## src/dac_serial_write_pkg.sv

```systemverilog
package dac_serial_write_pkg;

    // ------------------------------------------------------------
    // frame layout
    // ------------------------------------------------------------
    localparam int FRAME_BITS     = 16;
    localparam int CODE_BITS      = 12;
    localparam int MODE_BITS      = 2;
    localparam int MODE_MSB       = 15;
    localparam int MODE_LSB       = 14;
    localparam int CODE_MSB       = 13;
    localparam int CODE_LSB       = 2;
    localparam logic [3:0] LAST_BIT_INDEX = 4'hF;

    // operating modes carried in the two top frame bits
    localparam logic [1:0] MODE_NORMAL   = 2'h0;
    localparam logic [1:0] MODE_PD_1K    = 2'h1;
    localparam logic [1:0] MODE_PD_100K  = 2'h2;
    localparam logic [1:0] MODE_PD_OPEN  = 2'h3;

    // ------------------------------------------------------------
    // register map (byte addresses, one word each)
    // ------------------------------------------------------------
    localparam logic [4:0] OFS_CTRL   = 5'h0;
    localparam logic [4:0] OFS_STATUS = 5'h4;
    localparam logic [4:0] OFS_CODE   = 5'h8;
    localparam logic [4:0] OFS_MODE   = 5'hC;

    localparam int CTRL_ENABLE_BIT  = 0;
    localparam int STAT_BUSY_BIT    = 1;
    localparam int STAT_UPDATED_BIT = 0;
    localparam int STAT_ABORTED_BIT = 2;

    localparam logic        CTRL_ENABLE_RESET = 1'b1;
    localparam logic [11:0] CODE_RESET        = 12'h000;
    localparam logic [1:0]  MODE_RESET        = 2'h0;

    // ------------------------------------------------------------
    // types
    // ------------------------------------------------------------
    typedef enum logic [1:0] {
        LINK_IDLE,
        LINK_SHIFT,
        LINK_DONE
    } link_state_t;

    typedef struct packed {
        logic [MODE_BITS-1:0] mode;
        logic [CODE_BITS-1:0] code;
    } dac_setting_t;

endpackage

```

## src/dac_serial_write_port.sv

```systemverilog
// How it works
// - a frame opens only on a falling edge of the frame sync line
// - while sync is low, data is shifted in on each serial clock fall
// - on the 16th clock fall the frame updates code and mode
// - after the 16th edge a new frame needs a fresh sync fall
// - serial clock up to 30 MHz; host must not exceed it
// - the two top frame bits select normal or one of three power-downs
// - mode 00 normal, 01 1k load, 10 100k load, 11 open output
// - the 12 bits after the mode pair load the converter code
// - the two lowest frame bits are discarded
// - sync rising before the 16th fall aborts the frame
// - an abort clears the shift register, code and mode kept
// - code is unsigned straight binary for the converter
// - reset clears the code to zero until a valid frame arrives
// - power-down modes never alter the stored code
module dac_serial_write_port
    import dac_serial_write_pkg::*;
(
    input  wire logic        MCLK_I,
    input  wire logic        RST_I,
    // link pins
    input  wire logic        FRAME_SYNC_N_I,
    input  wire logic        SERIAL_CLK_I,
    input  wire logic        SERIAL_DATA_IN_I,
    // converter side
    output logic [11:0]      CODE_O,
    output logic [1:0]       MODE_O,
    output logic             POWER_DOWN_O,
    output logic             UPDATE_O,
    // classic wishbone slave
    input  wire logic [4:0]  ADR_I,
    input  wire logic [31:0] DAT_I,
    input  wire logic [3:0]  SEL_I,
    input  wire logic        WE_I,
    input  wire logic        CYC_I,
    input  wire logic        STB_I,
    output logic [31:0]      DAT_O,
    output logic             ACK_O
);

    // ------------------------------------------------------------
    // pin synchronisers
    // ------------------------------------------------------------
    // the serial clock is sampled, so its high and low phases must each
    // last over two system clocks; faster links are out of reach
    logic [1:0]   fs_sync;
    logic [1:0]   sck_sync;
    logic [1:0]   sdi_sync;
    logic         fs_q;
    logic         sck_q;

    always_ff @(posedge MCLK_I)
    begin
        fs_sync  <= {fs_sync[0], FRAME_SYNC_N_I};
        sck_sync <= {sck_sync[0], SERIAL_CLK_I};
        sdi_sync <= {sdi_sync[0], SERIAL_DATA_IN_I};
    end

    wire logic fs_s  = fs_sync[1];
    wire logic sck_s = sck_sync[1];
    wire logic sdi_s = sdi_sync[1];

    // edge history, reset high so no false edge appears at release
    always_ff @(posedge MCLK_I)
    begin
        if (RST_I)
        begin
            fs_q  <= 1'b1;
            sck_q <= 1'b1;
        end
        else
        begin
            fs_q  <= fs_s;
            sck_q <= sck_s;
        end
    end

    wire logic fs_fall  = fs_q & ~fs_s;
    wire logic sck_fall = sck_q & ~sck_s;

    // ------------------------------------------------------------
    // frame receiver
    // ------------------------------------------------------------
    link_state_t   state;
    logic [15:0]   shreg;
    logic [3:0]    bit_count;
    dac_setting_t  setting;
    logic          enable;
    logic          updated;
    logic          aborted;

    // first bit enters at bit 0 and walks up to the top
    wire logic [15:0] shifted    = {shreg[14:0], sdi_s};
    wire logic        start      = (state == LINK_IDLE) & fs_fall & enable;
    wire logic        abort      = (state == LINK_SHIFT) & fs_s;
    wire logic        take_bit   = (state == LINK_SHIFT) & ~fs_s & sck_fall;
    wire logic        last_bit   = take_bit & (bit_count == LAST_BIT_INDEX);
    wire logic        frame_done = (state == LINK_DONE) & fs_s;

    // low two frame bits never reach the setting
    wire dac_setting_t next_setting = '{
        mode: shifted[MODE_MSB:MODE_LSB],
        code: shifted[CODE_MSB:CODE_LSB]
    };

    // sequencing: only a sync fall opens, only a sync rise closes
    always_ff @(posedge MCLK_I)
    begin
        if (RST_I)
            state <= LINK_IDLE;
        else
        begin
            case (state)
                LINK_IDLE:
                    if (start)
                        state <= LINK_SHIFT;
                LINK_SHIFT:
                    if (abort)
                        state <= LINK_IDLE;
                    else if (last_bit)
                        state <= LINK_DONE;
                LINK_DONE:
                    if (frame_done)
                        state <= LINK_IDLE;
                default:
                    state <= LINK_IDLE;
            endcase
        end
    end

    // shift register and bit counter
    always_ff @(posedge MCLK_I)
    begin
        if (RST_I || start || abort)
        begin
            shreg     <= '0;
            bit_count <= '0;
        end
        else if (take_bit)
        begin
            shreg     <= shifted;
            bit_count <= bit_count + 4'h1;
        end
    end

    // the setting changes only on a completed frame
    always_ff @(posedge MCLK_I)
    begin
        if (RST_I)
        begin
            setting  <= '{mode: MODE_RESET, code: CODE_RESET};
            UPDATE_O <= 1'b0;
        end
        else
        begin
            UPDATE_O <= last_bit;
            if (last_bit)
                setting <= next_setting;
        end
    end

    // straight binary code passes unchanged to the converter
    assign CODE_O       = setting.code;
    assign MODE_O       = setting.mode;
    assign POWER_DOWN_O = (setting.mode != MODE_NORMAL);

    // ------------------------------------------------------------
    // wishbone slave
    // ------------------------------------------------------------
    // one compare per register, shared by every decode below
    function automatic logic addr_hit(input logic [4:0] adr,
                                      input logic [4:0] ofs);
        return adr == ofs;
    endfunction

    // one wait state: ack rises the cycle after the request, drops after
    wire logic       req     = CYC_I & STB_I;
    wire logic       wr_take = req & WE_I & ACK_O;
    wire logic       hit_ctl = addr_hit(ADR_I, OFS_CTRL);
    wire logic       hit_st  = addr_hit(ADR_I, OFS_STATUS);
    wire logic       hit_cd  = addr_hit(ADR_I, OFS_CODE);
    wire logic       hit_md  = addr_hit(ADR_I, OFS_MODE);
    wire logic       lane0   = SEL_I[0];
    wire logic       clr_upd = wr_take & hit_st & lane0
                             & DAT_I[STAT_UPDATED_BIT];
    wire logic       clr_abt = wr_take & hit_st & lane0
                             & DAT_I[STAT_ABORTED_BIT];
    wire logic [2:0] status  = {aborted, state == LINK_SHIFT, updated};

    // unmapped offsets read as zero and ignore writes
    wire logic [31:0] rd_mux =
          hit_ctl ? 32'(enable)
        : hit_st  ? 32'(status)
        : hit_cd  ? 32'(setting.code)
        : hit_md  ? 32'(setting.mode)
        : 32'h0000_0000;

    always_ff @(posedge MCLK_I)
    begin
        if (RST_I)
        begin
            ACK_O <= 1'b0;
            DAT_O <= 32'h0000_0000;
        end
        else
        begin
            ACK_O <= req & ~ACK_O;
            if (req & ~ACK_O)
                DAT_O <= rd_mux;
        end
    end

    // control: the enable gates whether new frames are opened
    always_ff @(posedge MCLK_I)
    begin
        if (RST_I)
            enable <= CTRL_ENABLE_RESET;
        else if (wr_take & hit_ctl & lane0)
            enable <= DAT_I[CTRL_ENABLE_BIT];
    end

    // sticky flags, write one to clear; a new event wins over the clear
    always_ff @(posedge MCLK_I)
    begin
        if (RST_I)
        begin
            updated <= 1'b0;
            aborted <= 1'b0;
        end
        else
        begin
            updated <= last_bit | (updated & ~clr_upd);
            aborted <= abort | (aborted & ~clr_abt);
        end
    end
endmodule

```

## config.mk

```make
export PLATFORM = sky130hd
export DESIGN_NAME = dac_serial_write_port
export DESIGN_NICKNAME = d
export VERILOG_FILES = /design/src/dac_serial_write_pkg.sv /design/src/dac_serial_write_port.sv
export SDC_FILE = /design/constraint.sdc
export NUM_CORES = 1
export LEC_CHECK = 0
export BUFFER_PORTS_ARGS = -buffer_cell sky130_fd_sc_hd__buf_2
export CORE_ASPECT_RATIO = 0.5
export CORE_UTILIZATION = 50
export DETAILED_ROUTE_END_ITERATION = 10
export PLACE_DENSITY = 0.83
export SKIP_CTS_REPAIR_TIMING = 1
export SYNTH_ARGS = -nofsm -noshare
export SYNTH_HDL_FRONTEND = slang
export SYNTH_SLANG_ARGS = --single-unit
export TNS_END_PERCENT = 100
```

## constraint.sdc

```tcl
create_clock -name MCLK_I -period 4.55 [get_ports MCLK_I]
set_clock_uncertainty 0.05 [all_clocks]
set_input_delay 0.91 -clock MCLK_I [delete_from_list [all_inputs] [get_ports MCLK_I]]
set_output_delay 0.91 -clock MCLK_I [all_outputs]
set_load 0.02 [all_outputs]
```

==> results of run 1 <==
==> sequential cells by signal, indices dropped and copies added, names as in the netlist <==
signal and cells:
shreg 15, ACK_O 1, bit_count 4, CODE_O 12, sck_sync 2, sck_q 1
sdi_sync 2, fs_q 1, enable 1, aborted 1, MODE_O 2, fs_sync 2
UPDATE_O 1, state 2, DAT_O 12, updated 1
==> stage by stage <==
step / hold WS (ns) / power [mW] / utilization
after floorplan: 0.260 / 0.605 / -
after global placement: 0.263 / 0.603 / 0.575
after detailed placement: 0.262 / 0.604 / 0.575
after CTS: 0.277 / 1.08 / 0.618
after global routing: 0.284 / 1.11 / 0.618
final: 0.277 / 1.07 / 0.618
==> power breakdown <==
group | switching, mW | internal, mW | total (mW)
logic | 0.0423 | 0.0139 | 0.0563
clock network | 0.214 | 0.266 | 0.480
registers | 0.00668 | 0.530 | 0.537
total | 0.263 | 0.811 | 1.07
==> cell type report <==
type / instances / area, um2
sequential: 60 / 1200
clock buffer: 10 / 138
clock inverter: 6 / 63.8
fill: 397 / 1770
inverter: 2 / 7.51
tap: 66 / 82.6
multi-input combinational: 186 / 1150
timing repair buffer: 44 / 220
==> final timing paths <==
kind / from / to / cells past startpoint
max: state[0] / bit_count[2] / 3
min: fs_sync[0] / fs_sync[1] / 0
max reg2reg: state[0] / bit_count[2] / 3
min reg2reg: fs_sync[0] / fs_sync[1] / 0
==> worst register-to-register path, stage by stage, from the launching register on <==
cell and delay (ns):
dfxtp_1 0.48, nand4bb_1 0.65, or4_1 0.65, a211oi_1 0.25
==> cell usage in the layout (no fill, tap or decap), types with 2 or more instances in the layout <==
cell        count
buf_2          44
o21ai_0        33
and3b_1         3
a211oi_1       18
nor2_1          5
or3_1           2
conb_1         20
a22o_1          9
and4bb_2        2
nand2_1         6
o31ai_1         2
clkinv_2        2
o41ai_1         2
nand3b_1        2
nor4_1          2
a21oi_1        20
inv_1           2
dfxtp_1        60
or2_2           3
nor2b_1         2
nand4bb_1       2
clkinvlp_4      2
nand2b_1        3
nand3_1        32
or4_1           2
and4b_1         2
clkbuf_8       10
==> cells by family after synthesis <==
| logic type | count (synthesis) | synth area share |
|---|---|---|
| AND/OR/NAND/NOR | 73 | 0.183 |
| buffers and inverters | 45 | 0.103 |
| flip-flops | 60 | 0.472 |
| other | 1 | 0.00147 |
| AO/OA/AOI/OAI | 89 | 0.219 |
| multiplexers | 3 | 0.0172 |
| adder cells (fa/ha/maj) | 1 | 0.00491 |
==> metal layers <==
metal  part of all wire  routed length [um]  global-route usage  vias to the layer above
li1                   -                   -                   -                     1029
met1               0.47                2610               0.281                      990
met2               0.45                2480               0.349                       99
met3              0.071                 395              0.0707                       11
met4              0.013                  74              0.0892                        0
met5                  0                   0                   0                        -
==> key figures, run 1 <==
Status
  • Status: finished, final reports clean

Timing
  • Actual slew at the worst max-slew pin: 0.885 ns
  • Final period util: 0.476
  • Final Setup Violations: 0
  • Max-slew violations: 0
  • Worst slew margin: 0.410
  • Final worst-path setup slack: 2.38 ns
  • Fmax: 0.461 GHz
  • Min cycle time layout: 2.17 ns
  • Final Hold Fails: 0
  • RSZ-0062 raised after global routing: no
  • Total negative setup slack: 0 ns

Worst setup path
  • Crit-path max cell delay: 0.65 ns
  • Flop-to-flop setup slack: 2.38 ns
  • Top delay family on crit path: simple AND/OR/NAND/NOR gates
  • Slowest CP cell: nand4bb_1
  • CP arrival: 2.37 ns
  • Critical path buffers and inverters: 0
  • Crit Path Max Fanout: 20
  • Startpoint Class: flip-flop
  • CP Capture Type: flip-flop
  • Worst path cell trace: nand4bb_1 -> or4_1 -> a211oi_1
  • WP data required: 4.75 ns
  • Critical path type: reg -> reg

Cells and area
  • Ant diodes: 0
  • Nets@finish: 353
  • Post-Layout Cell Count: 374
  • Layout overhead on the synthesized area: 12.6%
  • Share of layout cells above drive strength 1: 0.231
  • Final instance area: 2870 um2

CTS
  • Sink Count: 60
  • Clock H-tree levels: 3
  • CTS tree: yes
  • CTS Buf Count: 9
  • Clock latency on the worst-skew pair: 0.34 ns
  • Max Root-Sink Buffers: 2
  • Root Driver: clkbuf_8
  • CTS clk-pin slew, worst paths: 0.07 ns

Route
  • WL/cell: 14.8 um
  • Pre-antenna DRT Iters: 4
  • DR DRC count: 0
  • WL final: 5.55 mm
  • DR iter-0 viols: 157
  • Detailed-route via count: 2129
  • ANT nets after route: 0
  • Via density per instance: 5.69

Yosys
  • Sequential share of the synthesized area: 0.472
  • Avg Inst Size Synth: 9.36 um2
  • Primary FF master, synth: dfxtp_1
  • Top-count cell post-synth: dfxtp_1
  • Syn Std Cell Area: 2550 um2
  • Area fraction of the dominant cell type after synthesis: 0.472
  • Mapped Cells: 272
  • Asr flop ratio synth: 0
  • YS warnings: 0
  • Library cells used by synthesis: 42
  • Post-synth EDFFs: 0
  • Largest cells by area after synthesis: dfxtp_1 47%, o21ai_0 6.5%, nand3_1 6.3%, buf_4 5.9%, a211oi_1 5.3%
  • Number of synthesized register bits: 60
  • Yosys top cell by area: dfxtp_1
  • Synth cell count leaders: 60 x dfxtp_1, 33 x o21ai_0, 32 x nand3_1, 20 x a21oi_1, 20 x buf_4

Pwr
  • Power per standard cell area: 375 nW/um2
  • VDD IR-drop max: 162 uV
  • Leakage: 1.09 nW

GRT
  • First-pass GRT wire length: 8.81 mm
  • GRT overflow: 0
  • Largest net degree at the start of global routing: 47
  • Total GRT Usage: 0.221
  • Initial antenna violation count: 0
  • Vias in the first global route: 1863

Die
  • Die Span Y: 52.5 um
  • Die Wd: 103 um
  • Core area: 4640 um2
  • DIE AREA: 5400 um2
  • I/O pins: 98
  • Starting Density: 0.549
  • # rows: 17

Placement
  • Final Wtd Congestion: 0.797
  • DP Cell Count: 358
  • Port Buffer Count: 44
  • Placed inst area: 2670 um2
  • Detail Placement HPWL: 3.61 mm
  • Pre-CTS WS: 2.04 ns

Worst hold path
  • Hold Crit Class: reg -> reg

Flow run
  • # Max-Cap Violations: 0
No activity file was read; power rests on OpenSTA's default activity.
==> run 2: changes to the inputs <==
- CORE_UTILIZATION: 50 -> 44
- PLACE_DENSITY: 0.83 -> 0.78
- clock period: 4.55 -> 1.8 ns (I/O delays scaled with it)
==> key figures, run 2 (synthesis gave the netlist of run 1 again) <==
Status
  • Status: finished, final reports clean

Worst hold path
  • Hold Crit Class: in -> reg

Timing
  • Final Setup Violations: 0
  • Final worst-path setup slack: 0.222 ns
  • Final Hold Fails: 0
  • Final period util: 0.877
  • Max-slew violations: 0
  • Final hold slack: 0.0927 ns
  • Fmax: 0.634 GHz
  • Min cycle time layout: 1.58 ns
  • Total negative setup slack: 0 ns
  • RSZ-0062 raised after global routing: no

CTS
  • CTS clk-pin slew, worst paths: 0.05 ns
  • Max Root-Sink Buffers: 2
  • Root Driver: clkbuf_16
  • CTS tree: yes
  • CTS Buf Count: 9
  • Sink Count: 60
  • Clock latency on the worst-skew pair: 0.32 ns
  • Clock H-tree levels: 3

Die
  • Starting Density: 0.460
  • # rows: 19
  • Die Wd: 110 um
  • Core area: 5540 um2
  • DIE AREA: 6110 um2
  • Die Span Y: 55.8 um
  • I/O pins: 98

Worst setup path
  • WP data required: 1.98 ns
  • Crit Path Max Fanout: 10
  • Worst path cell trace: nand4bb_1 -> buf_4 -> or3_1 -> a211oi_1
  • Crit-path max cell delay: 0.48 ns
  • Startpoint Class: flip-flop
  • CP Capture Type: flip-flop
  • CP arrival: 1.76 ns
  • Flop-to-flop setup slack: 0.22 ns
  • Critical path type: reg -> reg
  • Slowest CP cell: dfxtp_1

Cells and area
  • Nets@finish: 365
  • Commonest non-fill, non-tap cell in the layout: dfxtp_1
  • Layout overhead on the synthesized area: 19.2%
  • Most frequent cells in the layout: 60 x dfxtp_1, 44 x buf_2, 33 x o21ai_0, 32 x nand3_1
  • Ant diodes: 0
  • Reg with most FFs: shreg
  • FILL cells: 480
  • Max reg flops: 15
  • Share of layout cells above drive strength 1: 0.253
  • Final instance area: 3040 um2

Route
  • Met2 wire len: 2.62 mm
  • Pre-antenna DRT Iters: 4
  • DR iter-0 viols: 140
  • WL final: 5.66 mm
  • WL/cell: 14.4 um
  • Via density per instance: 5.53
  • Top Metal Used: met4
  • DR DRC count: 0
  • Metal3 WL: 344 um
  • ANT nets after route: 0
  • Detailed-route via count: 2172
  • Post-Route M1 WL: 2.60 mm

Placement
  • Final Wtd Congestion: 0.832
  • Port Buffer Count: 44
  • Pre-CTS WS: 0.0624 ns
  • Placed inst area: 2760 um2
  • Detail Placement HPWL: 3.78 mm

GRT
  • Total GRT Usage: 0.194
  • Initial antenna violation count: 0
  • GRT overflow: 0
  • Vias in the first global route: 1921
  • First-pass GRT wire length: 9.08 mm
  • Largest net degree at the start of global routing: 33

Pwr
  • Leakage: 1.18 nW
  • Power per standard cell area: 1000 nW/um2
  • VDD IR-drop max: 483 uV

Flow run
  • # Max-Cap Violations: 0
==> run 2: metrics by stage <==
step,std cells,util,power [mW]
2_1_floorplan,291,-,1.53
3_5_place_dp,377,0.499,1.54
3_3_place_gp,377,0.499,1.54
6_report,393,0.548,3.04
5_1_grt,393,0.548,3.14
4_1_cts,393,0.548,3.07
==> run 2: worst max-delay path, delay by kind of cell (launching register included) <==
kind / cells / cell delay [ns]
buffers and inverters: 1 / 0.21
DFF: 1 / 0.48
and+or+nand+nor: 2 / 0.53
AOI/OAI and AO/OA: 1 / 0.23
==> run 2: metal layers <==
layer | track usage | up-vias
li1 | - | 1050
met2 | 0.290 | 89
met5 | 0 | -
met4 | 0.105 | 0
met3 | 0.0457 | 10
met1 | 0.259 | 1023
==> run 2: report_power, final <==
group          switching, mW  internal, mW
registers             0.0131          1.34
logic                  0.116        0.0478
clock network          0.557         0.962
==> run 2: final timing paths <==
path                 from            to  cells past startpoint
max              state[0]  bit_count[0]                      4
min          SERIAL_CLK_I   sck_sync[0]                      1
max reg2reg      state[0]  bit_count[0]                      4
min reg2reg   sdi_sync[0]   sdi_sync[1]                      0
==> run 2: final cells by class <==
class,instances,area [um2],share of cell area
inverter,2,7.51,0.00247
clock buffer,12,246,0.0812
timing repair buffer,56,310,0.102
clock inverter,4,25.0,0.00824
multi-input combinational,186,1150,0.380
sequential,60,1200,0.396
tap,73,91.3,0.0301
==> run 3: changes to the inputs <==
- CORE_ASPECT_RATIO: 0.5 -> not set
==> key figures, run 3 (synthesis gave the netlist of run 1 again) <==
Status
  • Status: finished, final reports clean

Pwr
  • Combinational share of power: 0.063
  • Power per standard cell area: 881 nW/um2
  • Reg power frac: 0.523
  • Cell Int Power: 1.93 mW
  • Net Switching: 660 uW
  • Sw Ratio: 0.255
  • Design Power: 2.59 mW
  • VDD IR-drop max: 398 uV
  • Clock Power Share: 0.414
  • Leakage: 1.13 nW

GRT
  • Initial antenna violation count: 0
  • Largest net degree at the start of global routing: 46
  • Vias in the first global route: 1852
  • Total GRT Usage: 0.179
  • GRT overflow: 0
  • First-pass GRT wire length: 8.56 mm

Route
  • DR DRC count: 0
  • Via density per instance: 5.42
  • ANT nets after route: 0
  • Detailed-route via count: 2112
  • DR iter-0 viols: 87
  • WL/cell: 13.2 um
  • WL final: 5.15 mm
  • Pre-antenna DRT Iters: 4

Cells and area
  • Layout overhead on the synthesized area: 15.4%
  • Max reg flops: 15
  • Final Util: 0.530
  • Post-Layout Cell Count: 390
  • Final instance area: 2940 um2
  • Nets@finish: 363
  • Reg with most FFs: shreg
  • Ant diodes: 0
  • FILL cells: 527
  • Most frequent cells in the layout: 60 x dfxtp_1, 44 x buf_2, 33 x o21ai_0, 32 x nand3_1
  • Register Area: 1200 um2
  • Multi-input logic area: 1150 um2
  • Commonest non-fill, non-tap cell in the layout: dfxtp_1
  • Share of layout cells above drive strength 1: 0.252

CTS
  • CTS Buf Count: 9
  • Sink Count: 60
  • CTS clk-pin slew, worst paths: 0.07 ns
  • Clock latency on the worst-skew pair: 0.33 ns
  • CTS tree: yes
  • Max Root-Sink Buffers: 2
  • Clock H-tree levels: 3
  • Root Driver: clkbuf_8

Die
  • DIE AREA: 6090 um2
  • Die Span Y: 78.1 um
  • Core area: 5540 um2
  • Die Wd: 78.1 um
  • I/O pins: 98
  • # rows: 27
  • Starting Density: 0.460

Placement
  • Port Buffer Count: 44
  • Pre-CTS WS: 0.121 ns
  • Final Wtd Congestion: 0.815
  • DP Cell Count: 374
  • Placed inst area: 2760 um2
  • Detail Placement HPWL: 3.45 mm

Timing
  • Max-slew violations: 0
  • Final hold slack: 0.0754 ns
  • Actual slew at the worst max-slew pin: 0.499 ns
  • Final Hold Fails: 0
  • Min cycle time layout: 1.54 ns
  • Worst slew margin: 0.667
  • Final Setup Violations: 0
  • Total negative setup slack: 0 ns
  • Final worst-path setup slack: 0.262 ns
  • Final period util: 0.855
  • RSZ-0062 raised after global routing: no
  • Fmax: 0.650 GHz

Worst setup path
  • CP Capture Type: primary output
  • Startpoint Class: flip-flop
  • Crit Path Max Fanout: 4
  • Depth of the most critical reg-to-reg path: 3
  • CP arrival: 1.13 ns
  • Flop-to-flop setup slack: 0.26 ns
  • Critical path type: reg -> out
  • RR Endpoint: bit_count[2]
  • WP data required: 1.39 ns
  • R2r startpoint: state[0]

Worst hold path
  • Hold Path End: sdi_sync[0]
  • Hold Crit Class: in -> reg
  • Hold Path Origin: SERIAL_DATA_IN_I
  • Min-Delay Path Depth: 1

Flow run
  • # Max-Cap Violations: 0
run 3: changes by cell type in the layout (fill, tap and decap cells not counted), sizes merged:
cell / before / now
clkbuf: 12 / 11
clkinv: 2 / 1
buf: 56 / 54
inv: 2 / 3
clkinvlp: 2 / 3
run 3: cell type report:
class	count	area share
sequential	60	0.409
multi-input combinational	186	0.393
timing repair buffer	54	0.105
clock buffer	11	0.0481
tap	72	0.0307
clock inverter	5	0.0124
inverter	2	0.00256
run 3: metal layers:
metal,track usage,share of wire
met5,0,0
met4,0.0833,0.0031
met3,0.0558,0.061
met2,0.275,0.47
met1,0.228,0.47
run 3: worst max-delay path, cell delays in order (launching register included):
cell	delay, ns
dfxtp_1	0.35
or2_2	0.29
buf_2	0.16
run 3: how the worst max path moves through the flow:
stage	from	to	slack, ns	cells past startpoint
after CTS	MODE_O[1]	POWER_DOWN_O	0.24	2
after global routing	state[0]	bit_count[2]	0.12	3
after global placement	ADR_I[1]	enable	0.17	4
after floorplan	ADR_I[2]	enable	0.30	4
final	MODE_O[1]	POWER_DOWN_O	0.26	2
after detailed placement	ADR_I[1]	enable	0.12	4
run 3: power groups by stage:
stage                     logic, mW  registers, mW  clock network, mW
after floorplan               0.153           1.38                  0
after global placement        0.159           1.38                  0
after CTS                     0.161           1.35               1.10
after detailed placement      0.161           1.38                  0
final                         0.163           1.35               1.07
after global routing          0.178           1.35               1.17
